--- config.mk ---
export PLATFORM = sky130hd
export DESIGN_NAME = sgm_timer
export DESIGN_NICKNAME = d
export VERILOG_FILES = /design/src/rtl/sgm_pkg.sv /design/src/rtl/sgm_timer.sv
export SDC_FILE = /design/constraint.sdc
export NUM_CORES = 1
export LEC_CHECK = 0
export BUFFER_PORTS_ARGS = -buffer_cell sky130_fd_sc_hd__buf_2
export CAP_MARGIN = 20
export CORE_MARGIN = 5
export CORE_UTILIZATION = 51
export CTS_CLUSTER_DIAMETER = 120
export DETAILED_ROUTE_END_ITERATION = 6
export PLACE_DENSITY = 0.77
export SYNTH_ARGS = -nofsm -noshare
export SYNTH_HDL_FRONTEND = slang
export SYNTH_SLANG_ARGS = --single-unit
export TNS_END_PERCENT = 100
--- constraint.sdc ---
create_clock -name i_clock -period 1.95 [get_ports i_clock]
set_input_delay 0.39 -clock i_clock [delete_from_list [all_inputs] [get_ports i_clock]]
set_output_delay 0.39 -clock i_clock [all_outputs]
set_load 0.005 [all_outputs]
--- src/rtl/sgm_pkg.sv ---
// Package for the signal measure timer: register map, field layout, reset values and types
package sgm_pkg;

   // Register offsets on the plain register port
   localparam logic [3:0] SGM_ADDR_CTRL = 4'h0;
   localparam logic [3:0] SGM_ADDR_STAT = 4'h1;
   localparam logic [3:0] SGM_ADDR_TIMER = 4'h2;
   localparam logic [3:0] SGM_ADDR_PERIOD = 4'h3;
   localparam logic [3:0] SGM_ADDR_WIDTH = 4'h4;
   localparam logic [3:0] SGM_ADDR_IRQ_STAT = 4'h5;
   localparam logic [3:0] SGM_ADDR_IRQ_MASK = 4'h6;

   // Control register fields
   localparam int SGM_CTRL_EN_BIT = 0;
   localparam int SGM_CTRL_MODE_BIT = 1;
   localparam logic [1:0] SGM_CTRL_RESET = 2'h0;

   // Status and manual-control register fields
   localparam int SGM_STAT_PERIOD_UPD_BIT = 7;
   localparam int SGM_STAT_WIDTH_UPD_BIT = 6;
   localparam int SGM_STAT_TMR_RST_BIT = 5;
   localparam int SGM_STAT_RUNNING_BIT = 2;
   localparam int SGM_STAT_WINDOW_BIT = 1;
   localparam int SGM_STAT_ACQ_BIT = 0;
   localparam logic [7:0] SGM_STAT_RESET = 8'h00;

   // Interrupt event bits
   localparam int SGM_IRQ_PERIOD_BIT = 0;
   localparam int SGM_IRQ_WIDTH_BIT = 1;
   localparam int SGM_IRQ_WRAP_BIT = 2;
   localparam int SGM_IRQ_N = 3;
   localparam logic [2:0] SGM_IRQ_RESET = 3'h0;

   // Default widths
   localparam int SGM_TIMER_W = 24;
   localparam int SGM_DATA_W = 32;

   // Measurement modes
   typedef enum logic {
      SGM_MODE_TOF = 1'b0,
      SGM_MODE_WINDOWED = 1'b1
   } sgm_mode_t;

   // Measurement sequencer states, Gray along idle to run
   typedef enum logic [1:0] {
      SGM_ST_IDLE = 2'b00,
      SGM_ST_RUN = 2'b01
   } sgm_state_t;

   // Manual requests held in the status register
   typedef struct packed {
      logic period_upd;
      logic width_upd;
      logic tmr_rst;
   } sgm_manual_t;

   // Interrupt events raised in one cycle: the two captures and the timer wrap
   typedef struct packed {
      logic wrap;
      logic width;
      logic period;
   } sgm_event_t;

endpackage : sgm_pkg

--- src/rtl/sgm_timer.sv ---
// Signal measure timer: time-of-flight and windowed measure modes with status register
`timescale 1ns/100ps
`default_nettype none

module sgm_timer #(
   parameter int TIMER_W = sgm_pkg::SGM_TIMER_W,
   parameter int DATA_W = sgm_pkg::SGM_DATA_W
) (
   input wire logic i_clock,
   input wire logic i_srst,
   input wire logic i_window_input,
   input wire logic i_measured_signal_input,
   input wire logic [3:0] i_addr,
   input wire logic [DATA_W-1:0] i_wdata,
   input wire logic i_wr,
   input wire logic i_rd,
   output logic [DATA_W-1:0] o_rdata,
   output logic o_irq
);

   // Rising edge of a synchronous input against its previous sample
   function automatic logic rise(input logic cur, input logic prev);
      rise = cur & ~prev;
   endfunction

   // Register write decode shared by all software-written registers
   function automatic logic wr_hit(input logic wr, input logic [3:0] addr, input logic [3:0] target);
      wr_hit = wr & (addr == target);
   endfunction

   // Previous samples for edge detection
   logic window_prev;
   logic signal_prev;
   // Registered window input level gated by enable, shown as the window status
   logic window_level;

   // Control: enable and mode
   logic enable;
   sgm_pkg::sgm_mode_t mode;

   // Sequencer state
   sgm_pkg::sgm_state_t state;
   sgm_pkg::sgm_state_t next_state;

   // Timer and capture registers
   logic [TIMER_W-1:0] measure_timer_reg;
   logic [TIMER_W-1:0] period_capture_reg;
   logic [TIMER_W-1:0] pulse_width_capture_reg;

   // Manual requests, hardware-cleared after one cycle of service
   sgm_pkg::sgm_manual_t manual;

   // Interrupt status and mask
   logic [sgm_pkg::SGM_IRQ_N-1:0] irq_status;
   logic [sgm_pkg::SGM_IRQ_N-1:0] irq_mask;

   // Decoded edges and events of this cycle
   logic win_rise;
   logic sig_rise;
   logic cap_period;
   logic cap_width;
   logic clr_timer;
   logic running;
   sgm_pkg::sgm_event_t event_now;

   // Assembled status register image
   logic [7:0] stat_image;

   assign win_rise = rise(i_window_input, window_prev);
   assign sig_rise = rise(i_measured_signal_input, signal_prev);
   assign running = enable & (state == sgm_pkg::SGM_ST_RUN);

   // Edge-detection history; inputs are already synchronous
   always_ff @(posedge i_clock) begin
      if (i_srst) begin
         window_prev <= 1'b0;
         signal_prev <= 1'b0;
         window_level <= 1'b0;
      end else begin
         window_prev <= i_window_input;
         signal_prev <= i_measured_signal_input;
         window_level <= enable & i_window_input;
      end
   end

   // Control register write
   always_ff @(posedge i_clock) begin
      if (i_srst) begin
         enable <= sgm_pkg::SGM_CTRL_RESET[sgm_pkg::SGM_CTRL_EN_BIT];
         mode <= sgm_pkg::sgm_mode_t'(sgm_pkg::SGM_CTRL_RESET[sgm_pkg::SGM_CTRL_MODE_BIT]);
      end else if (wr_hit(i_wr, i_addr, sgm_pkg::SGM_ADDR_CTRL)) begin
         enable <= i_wdata[sgm_pkg::SGM_CTRL_EN_BIT];
         mode <= sgm_pkg::sgm_mode_t'(i_wdata[sgm_pkg::SGM_CTRL_MODE_BIT]);
      end
   end

   // Sequencer decode: which capture fires and where the state goes
   always_comb begin
      next_state = state;
      cap_period = 1'b0;
      cap_width = 1'b0;
      clr_timer = 1'b0;
      if (!enable) begin
         // Disabled: park idle so a later enable waits for a fresh window edge
         next_state = sgm_pkg::SGM_ST_IDLE;
      end else begin
         unique case (state)
            sgm_pkg::SGM_ST_IDLE: begin
               if (win_rise) begin
                  next_state = sgm_pkg::SGM_ST_RUN;
                  clr_timer = 1'b1;
               end
            end
            sgm_pkg::SGM_ST_RUN: begin
               if (mode == sgm_pkg::SGM_MODE_TOF) begin
                  if (sig_rise) begin
                     cap_period = 1'b1;
                     clr_timer = 1'b1;
                     next_state = sgm_pkg::SGM_ST_IDLE;
                  end else if (win_rise) begin
                     cap_width = 1'b1;
                     clr_timer = 1'b1;
                  end
               end else begin
                  if (win_rise) begin
                     cap_period = 1'b1;
                     clr_timer = 1'b1;
                  end
               end
            end
            default: begin
               next_state = sgm_pkg::SGM_ST_IDLE;
            end
         endcase
      end
   end

   // Sequencer state register
   always_ff @(posedge i_clock) begin
      if (i_srst) begin
         state <= sgm_pkg::SGM_ST_IDLE;
      end else begin
         state <= next_state;
      end
   end

   // Measurement timer: manual reset, the run start and edge captures clear it, running increments it
   always_ff @(posedge i_clock) begin
      if (i_srst) begin
         measure_timer_reg <= '0;
      end else if (manual.tmr_rst) begin
         measure_timer_reg <= '0;
      end else if (clr_timer) begin
         measure_timer_reg <= '0;
      end else if (running) begin
         measure_timer_reg <= measure_timer_reg + TIMER_W'(1);
      end
   end

   // Period capture register
   always_ff @(posedge i_clock) begin
      if (i_srst) begin
         period_capture_reg <= '0;
      end else if (cap_period) begin
         period_capture_reg <= measure_timer_reg;
      end else if (manual.period_upd) begin
         period_capture_reg <= measure_timer_reg;
      end
   end

   // Pulse-width capture register
   always_ff @(posedge i_clock) begin
      if (i_srst) begin
         pulse_width_capture_reg <= '0;
      end else if (cap_width) begin
         pulse_width_capture_reg <= measure_timer_reg;
      end else if (manual.width_upd) begin
         pulse_width_capture_reg <= measure_timer_reg;
      end
   end

   // Manual request bits: set by a software one, cleared once serviced.
   // Service takes the cycle after the set; a new one written in that
   // same cycle wins, so a back-to-back request is never lost.
   always_ff @(posedge i_clock) begin
      if (i_srst) begin
         manual <= '0;
      end else begin
         manual.period_upd <= wr_hit(i_wr, i_addr, sgm_pkg::SGM_ADDR_STAT)
                              & i_wdata[sgm_pkg::SGM_STAT_PERIOD_UPD_BIT];
         manual.width_upd <= wr_hit(i_wr, i_addr, sgm_pkg::SGM_ADDR_STAT)
                             & i_wdata[sgm_pkg::SGM_STAT_WIDTH_UPD_BIT];
         manual.tmr_rst <= wr_hit(i_wr, i_addr, sgm_pkg::SGM_ADDR_STAT)
                           & i_wdata[sgm_pkg::SGM_STAT_TMR_RST_BIT];
      end
   end

   // Status register image
   always_comb begin
      stat_image = sgm_pkg::SGM_STAT_RESET;
      stat_image[sgm_pkg::SGM_STAT_PERIOD_UPD_BIT] = manual.period_upd;
      stat_image[sgm_pkg::SGM_STAT_WIDTH_UPD_BIT] = manual.width_upd;
      stat_image[sgm_pkg::SGM_STAT_TMR_RST_BIT] = manual.tmr_rst;
      stat_image[sgm_pkg::SGM_STAT_RUNNING_BIT] = running;
      stat_image[sgm_pkg::SGM_STAT_WINDOW_BIT] = window_level;
      stat_image[sgm_pkg::SGM_STAT_ACQ_BIT] = enable & (state != sgm_pkg::SGM_ST_IDLE);
   end

   // Interrupt events of this cycle; wrap flags a timer rolling over
   always_comb begin
      event_now.period = cap_period;
      event_now.width = cap_width;
      event_now.wrap = running & ~clr_timer & ~manual.tmr_rst & (&measure_timer_reg);
   end

   // Sticky interrupt status: write one clears, a same-cycle event wins
   genvar g;
   generate
      for (g = 0; g < sgm_pkg::SGM_IRQ_N; g++) begin : g_irq
         always_ff @(posedge i_clock) begin
            if (i_srst) begin
               irq_status[g] <= sgm_pkg::SGM_IRQ_RESET[g];
            end else if (event_now[g]) begin
               irq_status[g] <= 1'b1;
            end else if (wr_hit(i_wr, i_addr, sgm_pkg::SGM_ADDR_IRQ_STAT) && i_wdata[g]) begin
               irq_status[g] <= 1'b0;
            end
         end
      end
   endgenerate

   // Interrupt mask register
   always_ff @(posedge i_clock) begin
      if (i_srst) begin
         irq_mask <= sgm_pkg::SGM_IRQ_RESET;
      end else if (wr_hit(i_wr, i_addr, sgm_pkg::SGM_ADDR_IRQ_MASK)) begin
         irq_mask <= i_wdata[sgm_pkg::SGM_IRQ_N-1:0];
      end
   end

   // Interrupt line, registered; one cycle behind the status bits
   always_ff @(posedge i_clock) begin
      if (i_srst) begin
         o_irq <= 1'b0;
      end else begin
         o_irq <= |(irq_status & irq_mask);
      end
   end

   // Read data: valid only the cycle after the read strobe, zero otherwise.
   // Unmapped offsets read zero so software probing never sees stale data.
   always_ff @(posedge i_clock) begin
      if (i_srst) begin
         o_rdata <= '0;
      end else if (i_rd) begin
         unique case (i_addr)
            sgm_pkg::SGM_ADDR_CTRL: begin
               o_rdata <= DATA_W'({mode, enable});
            end
            sgm_pkg::SGM_ADDR_STAT: begin
               o_rdata <= DATA_W'(stat_image);
            end
            sgm_pkg::SGM_ADDR_TIMER: begin
               o_rdata <= DATA_W'(measure_timer_reg);
            end
            sgm_pkg::SGM_ADDR_PERIOD: begin
               o_rdata <= DATA_W'(period_capture_reg);
            end
            sgm_pkg::SGM_ADDR_WIDTH: begin
               o_rdata <= DATA_W'(pulse_width_capture_reg);
            end
            sgm_pkg::SGM_ADDR_IRQ_STAT: begin
               o_rdata <= DATA_W'(irq_status);
            end
            sgm_pkg::SGM_ADDR_IRQ_MASK: begin
               o_rdata <= DATA_W'(irq_mask);
            end
            default: begin
               o_rdata <= '0;
            end
         endcase
      end else begin
         o_rdata <= '0;
      end
   end

endmodule // sgm_timer

`default_nettype wire

======== Yosys cells after proc, flatten, opt, wreduce, memory -nomap -nowiden ========
Index checks and enable logic that the tools add are counted.
cells by class
  add/sub/neg operators ................... 1
  equality and inequality tests ........... 10
  multiplexer cells ....................... 28
  bitwise operators ....................... 22
  reductions and logical operators ........ 17
operators by type and width
  operator                 number
  $pmux W24 S7             1
  $mux W24                 4
  $add A24 B1 Y24 const B  1
  $reduce_and A24 Y1       1
  $mux W1                  18
  $and A1 B1 Y1            15
  $eq A4 B3 Y1 const B     3
  $reduce_bool A2 Y1       6
  $eq A4 B2 Y1 const B     2
  $mux W2                  3
  $ne A2 B2 Y1 const B     3
  $not A1 Y1               6
  $reduce_or A3 Y1         2
  $eq A4 B1 Y1 const B     1
  $logic_not A4 Y1         1
  $pmux W2 S2              1
  $reduce_or A2 Y1         2
  $and A3 B3 Y3            1
  $logic_and A1 B1 Y1      3
  $reduce_and A3 Y1        1
  $eq A2 B1 Y1 const B     1
  $logic_not A2 Y1         1
  $pmux W1 S2              1
storage, ports and cells
  flip-flop bits (word level) ............. 121
  logic and storage cells ................. 96

======== Logic depth before layout (Yosys ltp) ========
  depth after elaboration ................. 12
  mapped depth ............................ 6
  mapped depth without buffers ............ 5

======== Worst setup path after synthesis ========
Ideal clock, no wire load.
  kind .................................... reg2reg
  start ................................... register measure_timer_reg[0]
  end ..................................... register measure_timer_reg[16]
  setup time .............................. 68 ps
  data arrival time ....................... 1,847 ps
  required time ........................... 1,882 ps
  slack ................................... 35 ps
  cell stages (with the launch flop) ...... 7
  path buffers ............................ 1
  cells stage by stage .................... dfxtp_1 > ha_1 > nand3_1 > or3_4 > buf_6 > or4_4 > a21oi_2
on the way
  word-level cells in the longest chain between the ends .. 1
RTL lines
  what                      line              source
  start: declaration        sgm_timer.sv:46   logic [TIMER_W-1:0] measure_timer_reg;
  start signal: assignment  sgm_timer.sv:156  measure_timer_reg <= measure_timer_reg + TIMER_W'(1);
  $add A24 B1 Y24           sgm_timer.sv:156
No other way between the ends.
A chain may end at the register's enable or synchronous reset.

======== Worst setup path after layout ========
  start ................................... register measure_timer_reg[0]
  end ..................................... register measure_timer_reg[18]
Same word-level chain as after synthesis.

==> results.json <==
{
  "clk_path_buf_depth": 2,
  "start_kind": "flop",
  "nets": 595,
  "start_util_pct": 52.3,
  "fmax_mhz": 540,
  "wl_met2_um": 5550,
  "clk_pin_slew_worst_paths_ns": 0.11,
  "area_growth_pct": 13.8,
  "gr-total-overflow": 0,
  "synth_edf_count": 0,
  "setup_viol": 0,
  "pre_cts_ws_ns": 0.0959,
  "ant_nets": 0,
  "coreArea_um2": 9240,
  "place_hpwl_um": 7440,
  "avgSynthCellArea_um2": 9.51,
  "layout_setup_ws_ns": 0.0982,
  "end_kind": "flop",
  "grt_max_degree": 84,
  "p_sw_mw": 0.935,
  "max_stage_delay_ns": 0.52,
  "numClockSinks": 112,
  "arrival_ns": 2.15,
  "hold_viol_final": 0,
  "die_x_um": 107,
  "die_y_um": 107,
  "viasPerCell": 5.64,
  "finalClockSkew_ns": 0.0133,
  "synthTopCellsByArea": "dfxtp_1 (46%), mux2i_1 (11%), nand2b_1 (6.5%)",
  "min_period_ns": 1.85,
  "critPathKind": "flop to flop",
  "cts-root-buf": "clkbuf_8",
  "yosysWarnings": 0,
  "synth_top_cell_area_share_pct": 46.4,
  "critPathBufInv": 0,
  "grt_pass1_vias": 3869,
  "cts_max_level": 3,
  "diodes": 0,
  "highest_layer": "met4",
  "path_cells": "ha_1 > nand3_1 > or3_4 > or4_1 > a21oi_1",
  "cts_hold_buffers": 0,
  "crit_required_ns": 2.25,
  "dr.pass1.iters": 5,
  "port_buffers": 40,
  "finalWirelength_um": 11000,
  "wl_per_cell_um": 16.1,
  "synthesis.area_um2": 4830,
  "fillers": 783,
  "clock_latency_ns": 0.37,
  "synth_seq_cells": 112,
  "layout_commonest_cell": "dfxtp_1",
  "synth_cell_type_count": 52,
  "num_rows": 35,
  "leakagePower_nw": 2.09,
  "dpl-instance-area_um2": 5300,
  "cts_tree": "yes",
  "max-vdd-ir-drop_uv": 343,
  "vias": 3872,
  "globalplace.congestion": 0.894,
  "ys.flop_type": "dfxtp_1",
  "die_area_um2": 11500,
  "finalSetupTns_ns": 0,
  "wl_met1_um": 4710,
  "p_seq_share_pct": 60.6,
  "crit_family": "simple AND/OR/NAND/NOR gates",
  "crit_fanout": 10,
  "async_reset_ff_share_pct": 0,
  "numCtsBuffers": 9,
  "boundaryPins": 75,
  "ys_seq_area_share_pct": 46.4,
  "status": "finished clean",
  "period_share_pct": 95.0,
  "clkPwrFrac_pct": 34.8,
  "final_area_um2": 5500,
  "drcViolationCount": 0,
  "crit_path_top_delay_cell": "or4_1",
  "holdCritPathClass": "input pin to flop",
  "combinationalPowerShare_pct": 4.6,
  "track_usage_pct": 20.0,
  "yosysTopAreaCell": "dfxtp_1",
  "powerDensity_nw_per_um2": 688,
  "dr.first_iter.drc_count": 311,
  "rsz0062_at_grt": "no",
  "grt_pass1_wl_um": 18600,
  "p_sw_share_pct": 24.7,
  "drv_slew": 0,
  "final_cell_mix": "dfxtp_1 (111), nor2_1 (59), mux2i_1 (51)",
  "cap_viol_max_count": 0,
  "route.met3.wl_um": 551,
  "cell_internal_pwr_mw": 2.85,
  "antenna_found_initial": 0,
  "drive_gt1_share_pct": 19.0,
  "netlist_instances": 508,
  "power_mw": 3.79
}
==> power groups by stage <==
| stage | clock [mW] | combinational, mW | sequential, mW |
|---|---|---|---|
| 2_1_floorplan | 0 | 0.118 | 2.34 |
| 3_3_place_gp | 0 | 0.169 | 2.35 |
| 3_5_place_dp | 0 | 0.174 | 2.35 |
| 4_1_cts | 1.34 | 0.174 | 2.29 |
| 5_1_grt | 1.44 | 0.191 | 2.29 |
| 6_report | 1.32 | 0.176 | 2.29 |
==> kinds of logic after synthesis <==
| kind of cell | count (synthesis) | share of synthesized area (%) |
|---|---|---|
| AND/OR/NAND/NOR | 208 | 24.0 |
| XOR/XNOR | 12 | 2.18 |
| AO/OA/AOI/OAI | 70 | 11.2 |
| adder cells (fa/ha/maj) | 1 | 0.259 |
| multiplexers | 51 | 10.6 |
| other | 1 | 0.0776 |
| buffers and inverters | 53 | 5.28 |
| flip-flops | 112 | 46.4 |
==> routing by layer <==
layer	up-vias	global-route usage (%)
met1	1866	24.4
met5	-	0
met4	0	6.85
met2	108	35.3
li1	1878	-
met3	20	3.72
==> synthesized netlist by cell type (2+ instances only) <==
library cell	count
a21oi_1	18
a21oi_2	2
a222oi_1	20
a22oi_1	10
a31oi_1	3
and2_1	3
and3_1	2
and3b_1	2
and4_1	4
buf_2	6
buf_4	11
clkbuf_1	28
dfxtp_1	112
inv_1	6
mux2i_1	51
nand2_1	21
nand2b_1	50
nand3_1	16
nand3b_1	2
nand4_1	8
nor2_1	60
nor2b_1	6
nor3_1	5
nor4_1	7
o211ai_1	2
o21ai_0	4
o31ai_1	6
or2b_1	2
or3_1	3
or3_2	2
or4_1	4
or4_4	2
xnor2_1	7
xor2_1	5
==> layout make-up <==
type	count	area [um2]	area share, %
Timing Repair Buffer	73	498	9.06
Clock inverter	7	62.6	1.14
Clock buffer	9	124	2.25
Inverter	6	22.5	0.410
Tap cell	129	161	2.94
Multi-Input combinational cell	350	2390	43.4
Sequential cell	112	2240	40.8
==> metrics by stage <==
| step | utilization [%] | std cells | hold slack (ns) |
|---|---|---|---|
| after floorplan | - | 515 | 0.449 |
| after global placement | 57.4 | 669 | 0.460 |
| after detailed placement | 57.4 | 669 | 0.467 |
| after CTS | 59.4 | 685 | 0.225 |
| after global routing | 59.5 | 686 | 0.233 |
| final | 59.5 | 686 | 0.236 |
==> worst paths after layout <==
check                                                            to                           startpoint  cells after the start  slack, ns
worst max register to register   measure_timer_reg[18]$_SDFFE_PP0N_    measure_timer_reg[0]$_SDFFE_PP0N_                      5        0.1
worst min register to register  period_capture_reg[16]$_SDFFE_PP0P_  period_capture_reg[16]$_SDFFE_PP0P_                      2       0.48
worst min-delay path                           manual[1]$_SDFF_PP0_                           i_wdata[6]                      2       0.24
worst max-delay path             measure_timer_reg[18]$_SDFFE_PP0N_    measure_timer_reg[0]$_SDFFE_PP0N_                      5        0.1
==> timing repair <==
item                                    4_1_cts  5_1_grt
resized for setup                             0        2
buffers inserted                              0        1
endpoints found under the setup margin        0       20
(Power assumes the default switching activity.)
